## src/liu_pkg.sv

```systemverilog
// Shared constants and carrier types for the line interface control block.
// Assumes one 25 MHz clock domain and an AXI4-Lite register bus.
package liu_pkg;

    // ****************************************
    // Register map (indices, byte address is four times)
    // ****************************************
    localparam logic [7:0] COM5_IDX = 8'h15;
    localparam logic [7:0] LINE_IDX = 8'h17;
    localparam logic [7:0] PINA_IDX = 8'h1A;
    localparam logic [7:0] PINB_IDX = 8'h1B;
    localparam logic [7:0] STAT_IDX = 8'h20;
    localparam logic [7:0] LINE_RST = 8'h00;
    localparam logic [7:0] OUTC_RST = 8'h00;
    localparam logic [7:0] COM5_RST = 8'h00;

    // ****************************************
    // Field positions
    // ****************************************
    localparam int BUILD_OUT_LSB = 5;
    localparam int EQ_GAIN_BIT = 4;
    localparam int JA_SIDE_BIT = 3;
    localparam int JA_DEPTH_BIT = 2;
    localparam int JA_OFF_BIT = 1;
    localparam int TX_PWR_BIT = 0;
    localparam int INVERT_BIT = 4;
    localparam int INT_TERM_BIT = 4;

    // ****************************************
    // Output selector codes
    // ****************************************
    localparam logic [3:0] SEL_STATIC = 4'h0;
    localparam logic [3:0] SEL_RCLK = 4'h1;
    localparam logic [3:0] SEL_SYNC_LOSS = 4'h2;
    localparam logic [3:0] SEL_CARRIER = 4'h3;
    localparam logic [3:0] SEL_REMOTE = 4'h4;
    localparam logic [3:0] SEL_ALL_ONES = 4'h5;
    localparam logic [3:0] SEL_SLIP = 4'h6;
    localparam logic [3:0] SEL_CRC_ERR = 4'h7;
    localparam logic [3:0] SEL_TCLK_LOSS = 4'h8;
    localparam logic [3:0] SEL_FSYNC = 4'h9;
    localparam logic [3:0] SEL_PRBS_ERR = 4'hA;
    localparam logic [3:0] SEL_DATA = 4'hB;
    localparam logic [3:0] SEL_CRC4_MF = 4'hC;
    localparam logic [3:0] SEL_CAS_MF = 4'hD;
    localparam logic [3:0] SEL_CUR_LIM = 4'hE;
    localparam logic [3:0] SEL_RAILS = 4'hF;

    // ****************************************
    // Timing
    // ****************************************
    localparam int CLK_HZ = 25000000;
    localparam int MCLK_HZ = 2048000;
    localparam int OVERSAMPLE = 16;
    localparam int OS_DIV_RAW = CLK_HZ / (MCLK_HZ * OVERSAMPLE);
    localparam logic [7:0] OS_DIV = (OS_DIV_RAW < 1) ? 8'h01 : 8'(OS_DIV_RAW);
    localparam logic [3:0] PHASE_SAMPLE = 4'h8;
    localparam logic [3:0] HALF_BIT = 4'h8;
    localparam logic [3:0] SHORT_HIGH = 4'h7;

    // ****************************************
    // Carriers
    // ****************************************
    typedef struct packed {
        logic sync_loss;
        logic carrier_loss;
        logic remote_alarm;
        logic all_ones;
        logic tclk_loss;
        logic slip;
        logic crc_mf_error;
        logic frame_sync;
        logic crc4_mf_sync;
        logic cas_mf_sync;
        logic prbs_error;
        logic tx_nrz_data;
        logic rx_serial_data;
        logic tx_pos_rail;
        logic tx_neg_rail;
    } framer_in_type;

    typedef struct packed {
        logic [2:0] build_out_sel;
        logic eq_gain_limit;
        logic jitter_atten_side;
        logic jitter_buf_depth_sel;
        logic jitter_atten_off;
        logic int_term_select;
    } liu_cfg_type;

endpackage

```

## src/liu_control_and_output_select.sv

```systemverilog
// Line interface control, clock recovery and user output select for one channel.
// Assumes framer inputs are on aclk; line and current-limit pins are asynchronous.
//
// Decided for this implementation: the AXI4-Lite interface to the registers.
module liu_control_and_output_select (
    // Clock and reset
    input wire logic aclk,
    input wire logic aresetn,
    // AXI4-Lite write address and data
    input wire logic [7:0] awaddr,
    input wire logic awvalid,
    output logic awready,
    input wire logic [31:0] wdata,
    input wire logic [3:0] wstrb,
    input wire logic wvalid,
    output logic wready,
    // AXI4-Lite write response
    output logic [1:0] bresp,
    output logic bvalid,
    input wire logic bready,
    // AXI4-Lite read
    input wire logic [7:0] araddr,
    input wire logic arvalid,
    output logic arready,
    output logic [31:0] rdata,
    output logic [1:0] rresp,
    output logic rvalid,
    input wire logic rready,
    // Framer side, same clock
    input wire liu_pkg::framer_in_type framer_in,
    // Line side pins
    input wire logic rx_line_p,
    input wire logic rx_line_n,
    input wire logic tx_current_limit,
    output logic tx_line_p_o,
    output logic tx_line_p_oe,
    output logic tx_line_n_o,
    output logic tx_line_n_oe,
    // Recovered receive path
    output logic rx_rec_clk,
    output logic rx_rec_data,
    // Configuration to analog sections
    output liu_pkg::liu_cfg_type liu_cfg,
    // User outputs
    output logic user_out_a,
    output logic user_out_b
);
    import liu_pkg::*;

    typedef struct packed {
        logic aw_held;
        logic [7:0] aw_addr;
        logic w_held;
        logic [7:0] w_byte;
        logic w_lane;
        logic bvalid;
        logic [1:0] bresp;
        logic rvalid;
        logic [31:0] rdata;
        logic [1:0] rresp;
        logic [7:0] lctl;
        logic [7:0] out_a_ctrl;
        logic [7:0] out_b_ctrl;
        logic [7:0] com5;
        logic [2:0] line_p_sync;
        logic [2:0] line_n_sync;
        logic [1:0] cur_sync;
        logic [7:0] os_count;
        logic [3:0] phase;
        logic rclk;
        logic rdata_bit;
        logic [3:0] err_count;
        logic out_a;
        logic out_b;
    } state_type;

    state_type state_reg;
    state_type state_next;

    // ****************************************
    // Helper functions
    // ****************************************

    // Word index from a byte address; misaligned maps to no register
    function automatic logic [7:0] reg_index(input logic [7:0] addr);
        reg_index = (addr[1:0] == 2'b00) ? {2'b00, addr[7:2]} : 8'hFF;
    endfunction

    function automatic logic mapped(input logic [7:0] idx);
        mapped = (idx == COM5_IDX) || (idx == LINE_IDX) || (idx == PINA_IDX)
            || (idx == PINB_IDX) || (idx == STAT_IDX);
    endfunction

    // Raw level for one user output before inversion
    function automatic logic sel_level(
        input logic [3:0] sel,
        input logic is_b,
        input framer_in_type f,
        input logic rclk,
        input logic cur_lim,
        input logic prbs_pulse
    );
        sel_level = 1'b0;
        unique case (sel)
            SEL_STATIC: sel_level = 1'b0;
            SEL_RCLK: sel_level = rclk;
            SEL_SYNC_LOSS: sel_level = f.sync_loss;
            SEL_CARRIER: sel_level = f.carrier_loss;
            SEL_REMOTE: sel_level = f.remote_alarm;
            SEL_ALL_ONES: sel_level = f.all_ones;
            SEL_SLIP: sel_level = f.slip;
            SEL_CRC_ERR: sel_level = f.crc_mf_error & ~f.sync_loss;
            SEL_TCLK_LOSS: sel_level = f.tclk_loss;
            SEL_FSYNC: sel_level = f.frame_sync;
            SEL_PRBS_ERR: sel_level = prbs_pulse;
            SEL_DATA: sel_level = is_b ? f.tx_nrz_data : f.rx_serial_data;
            SEL_CRC4_MF: sel_level = f.crc4_mf_sync;
            SEL_CAS_MF: sel_level = f.cas_mf_sync;
            SEL_CUR_LIM: sel_level = cur_lim;
            SEL_RAILS: sel_level = is_b ? f.tx_pos_rail : f.tx_neg_rail;
        endcase
    endfunction

    // ****************************************
    // Next-state logic
    // ****************************************

    logic aw_take;
    logic w_take;
    logic aw_ok;
    logic w_ok;
    logic [7:0] wr_idx;
    logic [7:0] rd_idx;
    logic os_tick;
    logic line_mark;
    logic line_edge;
    logic ja_rx_side;
    logic [3:0] high_last;
    logic prbs_pulse;
    logic raw_a;
    logic raw_b;

    // Handshake readies stay combinational off held state
    assign awready = ~state_reg.aw_held & ~state_reg.bvalid;
    assign wready = ~state_reg.w_held & ~state_reg.bvalid;
    assign arready = ~state_reg.rvalid;

    always_comb begin
        state_next = state_reg;
        aw_take = awvalid & awready;
        w_take = wvalid & wready;
        aw_ok = state_reg.aw_held | aw_take;
        w_ok = state_reg.w_held | w_take;
        wr_idx = reg_index(aw_take ? awaddr : state_reg.aw_addr);
        rd_idx = reg_index(araddr);

        // Address and data may come in either order
        if (aw_take) begin
            state_next.aw_addr = awaddr;
        end
        if (w_take) begin
            state_next.w_byte = wdata[7:0];
            state_next.w_lane = wstrb[0];
        end
        state_next.aw_held = aw_ok;
        state_next.w_held = w_ok;

        // Commit once both halves are in; bytes above lane 0 are ignored
        if (aw_ok && w_ok) begin
            state_next.aw_held = 1'b0;
            state_next.w_held = 1'b0;
            state_next.bvalid = 1'b1;
            state_next.bresp = mapped(wr_idx) ? 2'b00 : 2'b10;
            if (w_take ? wstrb[0] : state_reg.w_lane) begin
                unique case (wr_idx)
                    LINE_IDX: state_next.lctl = w_take ? wdata[7:0] : state_reg.w_byte;
                    PINA_IDX: state_next.out_a_ctrl = w_take ? wdata[7:0] : state_reg.w_byte;
                    PINB_IDX: state_next.out_b_ctrl = w_take ? wdata[7:0] : state_reg.w_byte;
                    COM5_IDX: state_next.com5 = w_take ? wdata[7:0] : state_reg.w_byte;
                    default: state_next.bresp = state_next.bresp;
                endcase
            end
        end
        if (state_reg.bvalid && bready) begin
            state_next.bvalid = 1'b0;
        end

        // Read answer registered one cycle after the address
        if (arvalid && arready) begin
            state_next.rvalid = 1'b1;
            state_next.rresp = mapped(rd_idx) ? 2'b00 : 2'b10;
            unique case (rd_idx)
                LINE_IDX: state_next.rdata = {24'h000000, state_reg.lctl};
                PINA_IDX: state_next.rdata = {24'h000000, state_reg.out_a_ctrl};
                PINB_IDX: state_next.rdata = {24'h000000, state_reg.out_b_ctrl};
                COM5_IDX: state_next.rdata = {24'h000000, state_reg.com5};
                STAT_IDX: state_next.rdata = {24'h000000, state_reg.phase,
                    state_reg.cur_sync[1], framer_in.carrier_loss,
                    state_reg.rdata_bit, state_reg.rclk};
                default: state_next.rdata = 32'h00000000;
            endcase
        end else if (state_reg.rvalid && rready) begin
            state_next.rvalid = 1'b0;
        end

        // Pins pass two flops; the third stage keeps the last mark for edges
        state_next.line_p_sync = {state_reg.line_p_sync[1:0], rx_line_p};
        state_next.line_n_sync = {state_reg.line_n_sync[1:0], rx_line_n};
        state_next.cur_sync = {state_reg.cur_sync[0], tx_current_limit};

        // Oversample tick: sixteen ticks per bit period
        os_tick = (state_reg.os_count == OS_DIV - 8'h01);
        state_next.os_count = os_tick ? 8'h00 : state_reg.os_count + 8'h01;
        line_mark = state_reg.line_p_sync[1] | state_reg.line_n_sync[1];
        line_edge = line_mark & ~(state_reg.line_p_sync[2] | state_reg.line_n_sync[2]);

        // Phase realigns on a line mark; free-runs from master clock on loss
        if (os_tick) begin
            if (line_edge && !framer_in.carrier_loss) begin
                state_next.phase = 4'h0;
            end else begin
                state_next.phase = state_reg.phase + 4'h1;
            end
            if (state_reg.phase == PHASE_SAMPLE) begin
                state_next.rdata_bit = line_mark & ~framer_in.carrier_loss;
            end
        end

        // Even duty only with the attenuator enabled on the receive side
        ja_rx_side = ~state_reg.lctl[JA_SIDE_BIT] & ~state_reg.lctl[JA_OFF_BIT];
        high_last = ja_rx_side ? HALF_BIT - 4'h1 : SHORT_HIGH - 4'h1;
        state_next.rclk = (state_next.phase <= high_last);

        // PRBS error held for half a recovered bit period
        if (framer_in.prbs_error) begin
            state_next.err_count = HALF_BIT;
        end else if (os_tick && state_reg.err_count != 4'h0) begin
            state_next.err_count = state_reg.err_count - 4'h1;
        end
        prbs_pulse = (state_reg.err_count != 4'h0);

        // User outputs registered, so a new selector acts on the next clock
        raw_a = sel_level(state_reg.out_a_ctrl[3:0], 1'b0, framer_in, state_reg.rclk,
            state_reg.cur_sync[1], prbs_pulse);
        raw_b = sel_level(state_reg.out_b_ctrl[3:0], 1'b1, framer_in, state_reg.rclk,
            state_reg.cur_sync[1], prbs_pulse);
        state_next.out_a = raw_a ^ state_reg.out_a_ctrl[INVERT_BIT];
        state_next.out_b = raw_b ^ state_reg.out_b_ctrl[INVERT_BIT];
    end

    // ****************************************
    // State register
    // ****************************************

    always_ff @(posedge aclk) begin
        if (!aresetn) begin
            state_reg <= '0;
            state_reg.lctl <= LINE_RST;
            state_reg.out_a_ctrl <= OUTC_RST;
            state_reg.out_b_ctrl <= OUTC_RST;
            state_reg.com5 <= COM5_RST;
        end else begin
            state_reg <= state_next;
        end
    end

    // ****************************************
    // Outputs
    // ****************************************

    // Bus answers
    assign bvalid = state_reg.bvalid;
    assign bresp = state_reg.bresp;
    assign rvalid = state_reg.rvalid;
    assign rdata = state_reg.rdata;
    assign rresp = state_reg.rresp;

    // Configuration to the analog sections
    assign liu_cfg.build_out_sel = state_reg.lctl[BUILD_OUT_LSB +: 3];
    assign liu_cfg.eq_gain_limit = state_reg.lctl[EQ_GAIN_BIT];
    assign liu_cfg.jitter_atten_side = state_reg.lctl[JA_SIDE_BIT];
    assign liu_cfg.jitter_buf_depth_sel = state_reg.lctl[JA_DEPTH_BIT];
    assign liu_cfg.jitter_atten_off = state_reg.lctl[JA_OFF_BIT];
    assign liu_cfg.int_term_select = state_reg.com5[INT_TERM_BIT];

    // Transmit drivers released while powered down
    assign tx_line_p_o = framer_in.tx_pos_rail & state_reg.lctl[TX_PWR_BIT];
    assign tx_line_n_o = framer_in.tx_neg_rail & state_reg.lctl[TX_PWR_BIT];
    assign tx_line_p_oe = state_reg.lctl[TX_PWR_BIT];
    assign tx_line_n_oe = state_reg.lctl[TX_PWR_BIT];

    // Recovered path and user pins
    assign rx_rec_clk = state_reg.rclk;
    assign rx_rec_data = state_reg.rdata_bit;
    assign user_out_a = state_reg.out_a;
    assign user_out_b = state_reg.out_b;

endmodule

```

## config.mk

```make
export PLATFORM = sky130hd
export DESIGN_NAME = liu_control_and_output_select
export DESIGN_NICKNAME = d
export VERILOG_FILES = /design/src/liu_pkg.sv /design/src/liu_control_and_output_select.sv
export SDC_FILE = /design/constraint.sdc
export NUM_CORES = 1
export LEC_CHECK = 0
export ABC_CLOCK_PERIOD_IN_PS = 4400
export BUFFER_PORTS_ARGS = -buffer_cell sky130_fd_sc_hd__buf_2
export CAP_MARGIN = 20
export CORE_MARGIN = 5
export CORE_UTILIZATION = 50
export CTS_CLUSTER_SIZE = 30
export DETAILED_ROUTE_END_ITERATION = 10
export PLACE_DENSITY_LB_ADDON = 0.25
export SYNTH_ARGS = -nofsm -noshare
export SYNTH_HDL_FRONTEND = slang
export SYNTH_SLANG_ARGS = --single-unit
```

## constraint.sdc

```tcl
create_clock -name aclk -period 4.4 [get_ports aclk]
set_input_delay 0.88 -clock aclk [delete_from_list [all_inputs] [get_ports aclk]]
set_output_delay 0.88 -clock aclk [all_outputs]
set_load 0.02 [all_outputs]
```

# Yosys cells after proc, flatten, opt, wreduce, memory -nomap -nowiden
# Index checks and enable logic that the tools add are counted.
# word_totals
register_bits	117
inputBits	77
# classes
n_addsub	3
magnitude_cmp	1
eq_ne	41
muxes	17
bitwise_logic	26
reduce_logical	32
# op_table
cell	n
$eq 4x4->1 const B	17
$eq 8x5->1 const B	8
$pmux 8 s5	1
$eq 4x3->1 const B	8
$mux 8	4
$pmux 1 s16	2
$eq 4x2->1 const B	4
$eq 8x6->1 const B	2
$mux 4	4
$reduce_and 3->1	4
$and 1x1->1	10
$not 1->1	10
$add 8x1->8 const B	1
$eq 4x1->1 const B	2
$logic_not 4->1	2
$logic_not 8->1	1
$logic_or 1x1->1	8
$reduce_or 2->1	4
$logic_and 1x1->1	6
$add 4x1->4 const B	1
$le 4x3->1	1
$logic_not 2->1	2
$mux 1	4
$mux 2	2
other kinds (7)	12

# Longest topological paths before layout
# logic_depth
word_depth	12
ltp_mapped	9
ltp_nobuf	9

# Worst setup path after synthesis
# No wires, ideal clock.
# synth_path
kind	input to register
startpoint	input port framer_in[13] (netlist name)
endpoint	register state_reg (netlist bit rx_rec_clk)
setup_time_ns	0.122
arrival_ns	2.424
setup_slack_ns	1.855
stages	6
cell_sequence	nor4_1 nor2_1 a21oi_1 ha_1 or2_2 o311a_1
# synth_via
elab_chain_len	5
# synth_lines
element	line	text
start: declaration	liu_control_and_output_select.sv:30	input wire liu_pkg::framer_in_type framer_in,
$logic_not 1->1	liu_control_and_output_select.sv:219	if (line_edge && !framer_in.carrier_loss) begin
$logic_and 1x1->1	liu_control_and_output_select.sv:219	
$mux 4	liu_control_and_output_select.sv:219	
$mux 4	liu_control_and_output_select.sv:218	if (os_tick) begin
$le 4x3->1	liu_control_and_output_select.sv:232	state_next.rclk = (state_next.phase <= high_last);
end signal: assignment	liu_control_and_output_select.sv:263	state_reg <= state_next;
end: declaration	liu_control_and_output_select.sv:77	state_type state_reg;
# Every way passes these cells.
# A chain may end at the register's enable or synchronous reset.

# Final worst setup path
# layout_path
startpoint	input port awvalid
endpoint	register state_reg[42] (netlist name)
# layout_via
elab_chain_len	6
word_cells_on_any_way	8
cone_classes	eq/ne: 1; mux: 2; bitwise: 2; reduce/logical: 3
# layout_lines
element	line	text
start: declaration	liu_control_and_output_select.sv:11	input wire logic awvalid,
$and 1x1->1 (*)	liu_control_and_output_select.sv:150	aw_take = awvalid & awready;
$mux 8	--	
$logic_not 2->1	liu_control_and_output_select.sv:86	reg_index = (addr[1:0] == 2'b00) ? {2'b00, addr[7:2]} : 8'hFF;
$mux 8	liu_control_and_output_select.sv:86	
$eq 8x5->1	liu_control_and_output_select.sv:175	unique case (wr_idx)
$reduce_and 3->1 (no line) (*)	--	
# Mark *: on every way between the ends. The rest lies on a longest branch, timed or not.

==> reports/results.tsv <==
metric	value	unit
outcome	completed	
GPL Wtd Cong	0.827	
Cell variety after synth	61	
number of CTS-inserted buffers	9	
reg2reg start	bvalid	
hold_sp	state_next[26]	
Port-buffer cells	80	
Hold Crit Class	reg -> reg	
number of synthesis warnings	0	
die height	107	microns
drt wl/cell	15.1	microns
Worst Hold Path EP	state_next[27]	
DRC	0	
share of layout cells above drive strength 1	23.0	%
VDD IR max	0.208	mV
Starting Density	50.8	%
H-tree depth	3	
DR vias	3581	
Critical Path Source Type	input port	
pin count of the biggest net entering global routing	39	
Fin. Hold Viols	0	
commonest non-fill, non-tap cell in the layout	dfxtp_1	
critical setup path kind	in -> reg	
CP Capture Type	flip-flop	
Worst EP required	4.67	ns
Hold Path Stages	1	
CTS resizes	0	
total power	1720	uW
first-pass GRT wire length	16700	microns
CTS tree	built	
initial antenna violation count	0	
drt first pass iters	4	
R2R depth	5	
maximum clock path buffer count	2	
Final #Nets	641	
drt via density	5.32	
total global routing overflow	0	
MaxCap Viol Count	0	
clock-pin slew on the worst setup and hold paths	0.09	ns
Yosys top cell by area	dfxtp_1	
Initial DRC Count	169	
cell leakage power	0.00226	uW
Setup-failing EPs final	0	
top_reg_cell synth	dfxtp_1	
vias in the first global route	3521	
CP arrival	3.14	ns
Final Core Density	54.4	%
FF-to-FF End	state_reg[42]	
post-CTS setup repair buffer count	0	
Mapped Area	0.00467	sq mm
clock latency on the worst-skew pair	0.35	ns
Tmin final	2.86	ns
Max Slew Vio Count	0	
Post-synth ARST share	0	%
Layout Skew	0.0113	ns
largest cells by area after synthesis	dfxtp_1, mux2i_1, buf_4, nand2_1, nor2_1	
post-synth top area share	39.0	%
Detail Placement HPWL	7720	microns
Area Overhead vs Synth	7.15	%
total of flip-flops plus latches after synthesis	91	
number of diodes	0	
Final ANT Viol Nets	0	
Post-Syn Area per Cell	9.16	sq um
Sink Count	91	
crit-path max FO	13	
Largest register FFs	61	
final WL	10100	microns
RSZ-0062 raised after global routing	no	
die area	0.0114	sq mm
Setup TNS	0	ns
FMAX	0.349	GHz
I/O pin cnt	134	
Total GRT Usage	18.1	%
power per standard cell area	343	mW/mm^2
standard-cell rows	35	
cts hold-fix bufs	0	
Seq/Total Area, Yosys	39.0	%
most frequent cells in the layout	dfxtp_1, buf_2, nand2_1	
Slew headroom	35.1	%
EDFF count, synth	0	
fin crit share	65.1	%
reg2reg setup slack	1.74	ns
worst-margin pin slew	0.972	ns
die width	107	microns
Gate Count Post-Synth	510	
CTS Root Cell	clkbuf_8	
core footprint	0.00920	sq mm
-- stage by stage --
| stage | hold WS, ns | std cells | area, sq um | setup WS (ns) |
|---|---|---|---|---|
| finish | 0.441 | 673 | 5010 | 1.54 |
| global route | 0.463 | 673 | 5010 | 1.34 |
| CTS | 0.443 | 673 | 5010 | 1.56 |
| detailed placement | 0.423 | 657 | 4800 | 1.19 |
| global placement | 0.423 | 657 | 4800 | 1.27 |
| floorplan | 0.412 | 535 | 4770 | 1.85 |
-- cell families (layout without fill, tap and decap cells) --
group                      count (synthesis)  in the layout  share of synthesized area (%)
and+or+nand+nor                          178            178                           19.4
DFF                                       91             91                           39.0
buffers and inverters                     91            118                           12.7
AOI/OAI and AO/OA                         76             76                           11.3
muxes                                     57             57                           14.0
xor gates and xnor gates                   9              9                           1.69
adders and majority gates                  7              7                           1.87
other                                      1             26                         0.0803
-- synth_stat cells, types with 2 or more instances --
cell	number
a2111oi_0	2
a211oi_1	4
a21oi_1	15
a22o_1	7
a22oi_1	15
a311oi_1	2
a31oi_1	11
and2_1	10
and3_1	5
and3b_1	2
buf_4	45
buf_6	9
clkbuf_1	13
dfxtp_1	91
dlygate4sd3_1	2
ha_1	7
inv_1	20
mux2_2	12
mux2i_1	39
mux4_2	4
nand2_1	72
nand2b_1	6
nand3_1	8
nand3_4	2
nand3b_1	2
nor2_1	36
nor2b_1	5
nor3_1	8
nor3b_2	2
nor4_1	3
nor4b_1	2
o21ai_0	8
o21bai_1	2
o22ai_1	2
or3_1	4
xnor2_1	3
xor2_1	6
-- layer usage --
layer / vias to the layer above / track usage, % / share of wire [%]
met2: 107 / 31.1 / 48
met5: - / 0 / 0
met1: 1683 / 23.3 / 45
met3: 10 / 3.85 / 6.1
li1: 1781 / - / -
met4: 0 / 4.20 / 0.94
-- area by class of cell --
| cell class | instances | area [sq um] |
|---|---|---|
| multi-input cells | 353 | 2350 |
| repair buffers | 82 | 415 |
| well taps | 111 | 139 |
| clock inverters | 6 | 65.1 |
| inverters | 20 | 75.1 |
| clock buffers | 10 | 138 |
| fillers | 871 | 4190 |
| flip-flops and latches | 91 | 1820 |
-- power breakdown --
group	switching, uW	internal (uW)	total, uW
clock	287	278	565
sequential	25.9	859	885
combinational	163	102	265
-- worst max path at each step --
stage / from / to / slack (ns)
global route: awvalid / state_reg[38] / 1.34
floorplan: framer_in[13] / rx_rec_clk / 1.85
finish: awvalid / state_reg[42] / 1.54
detailed placement: awvalid / state_reg[42] / 1.19
CTS: awvalid / state_reg[42] / 1.56
global placement: awvalid / state_reg[40] / 1.27
-- worst max-delay path: stages --
cell and delay (ns):
buf_2 0.10, nor3b_2 0.61, nand3_1 0.26, o32ai_2 0.45, nand3b_1 0.53, mux2i_1 0.31
Note: power is estimated with default switching activity, not from simulation.
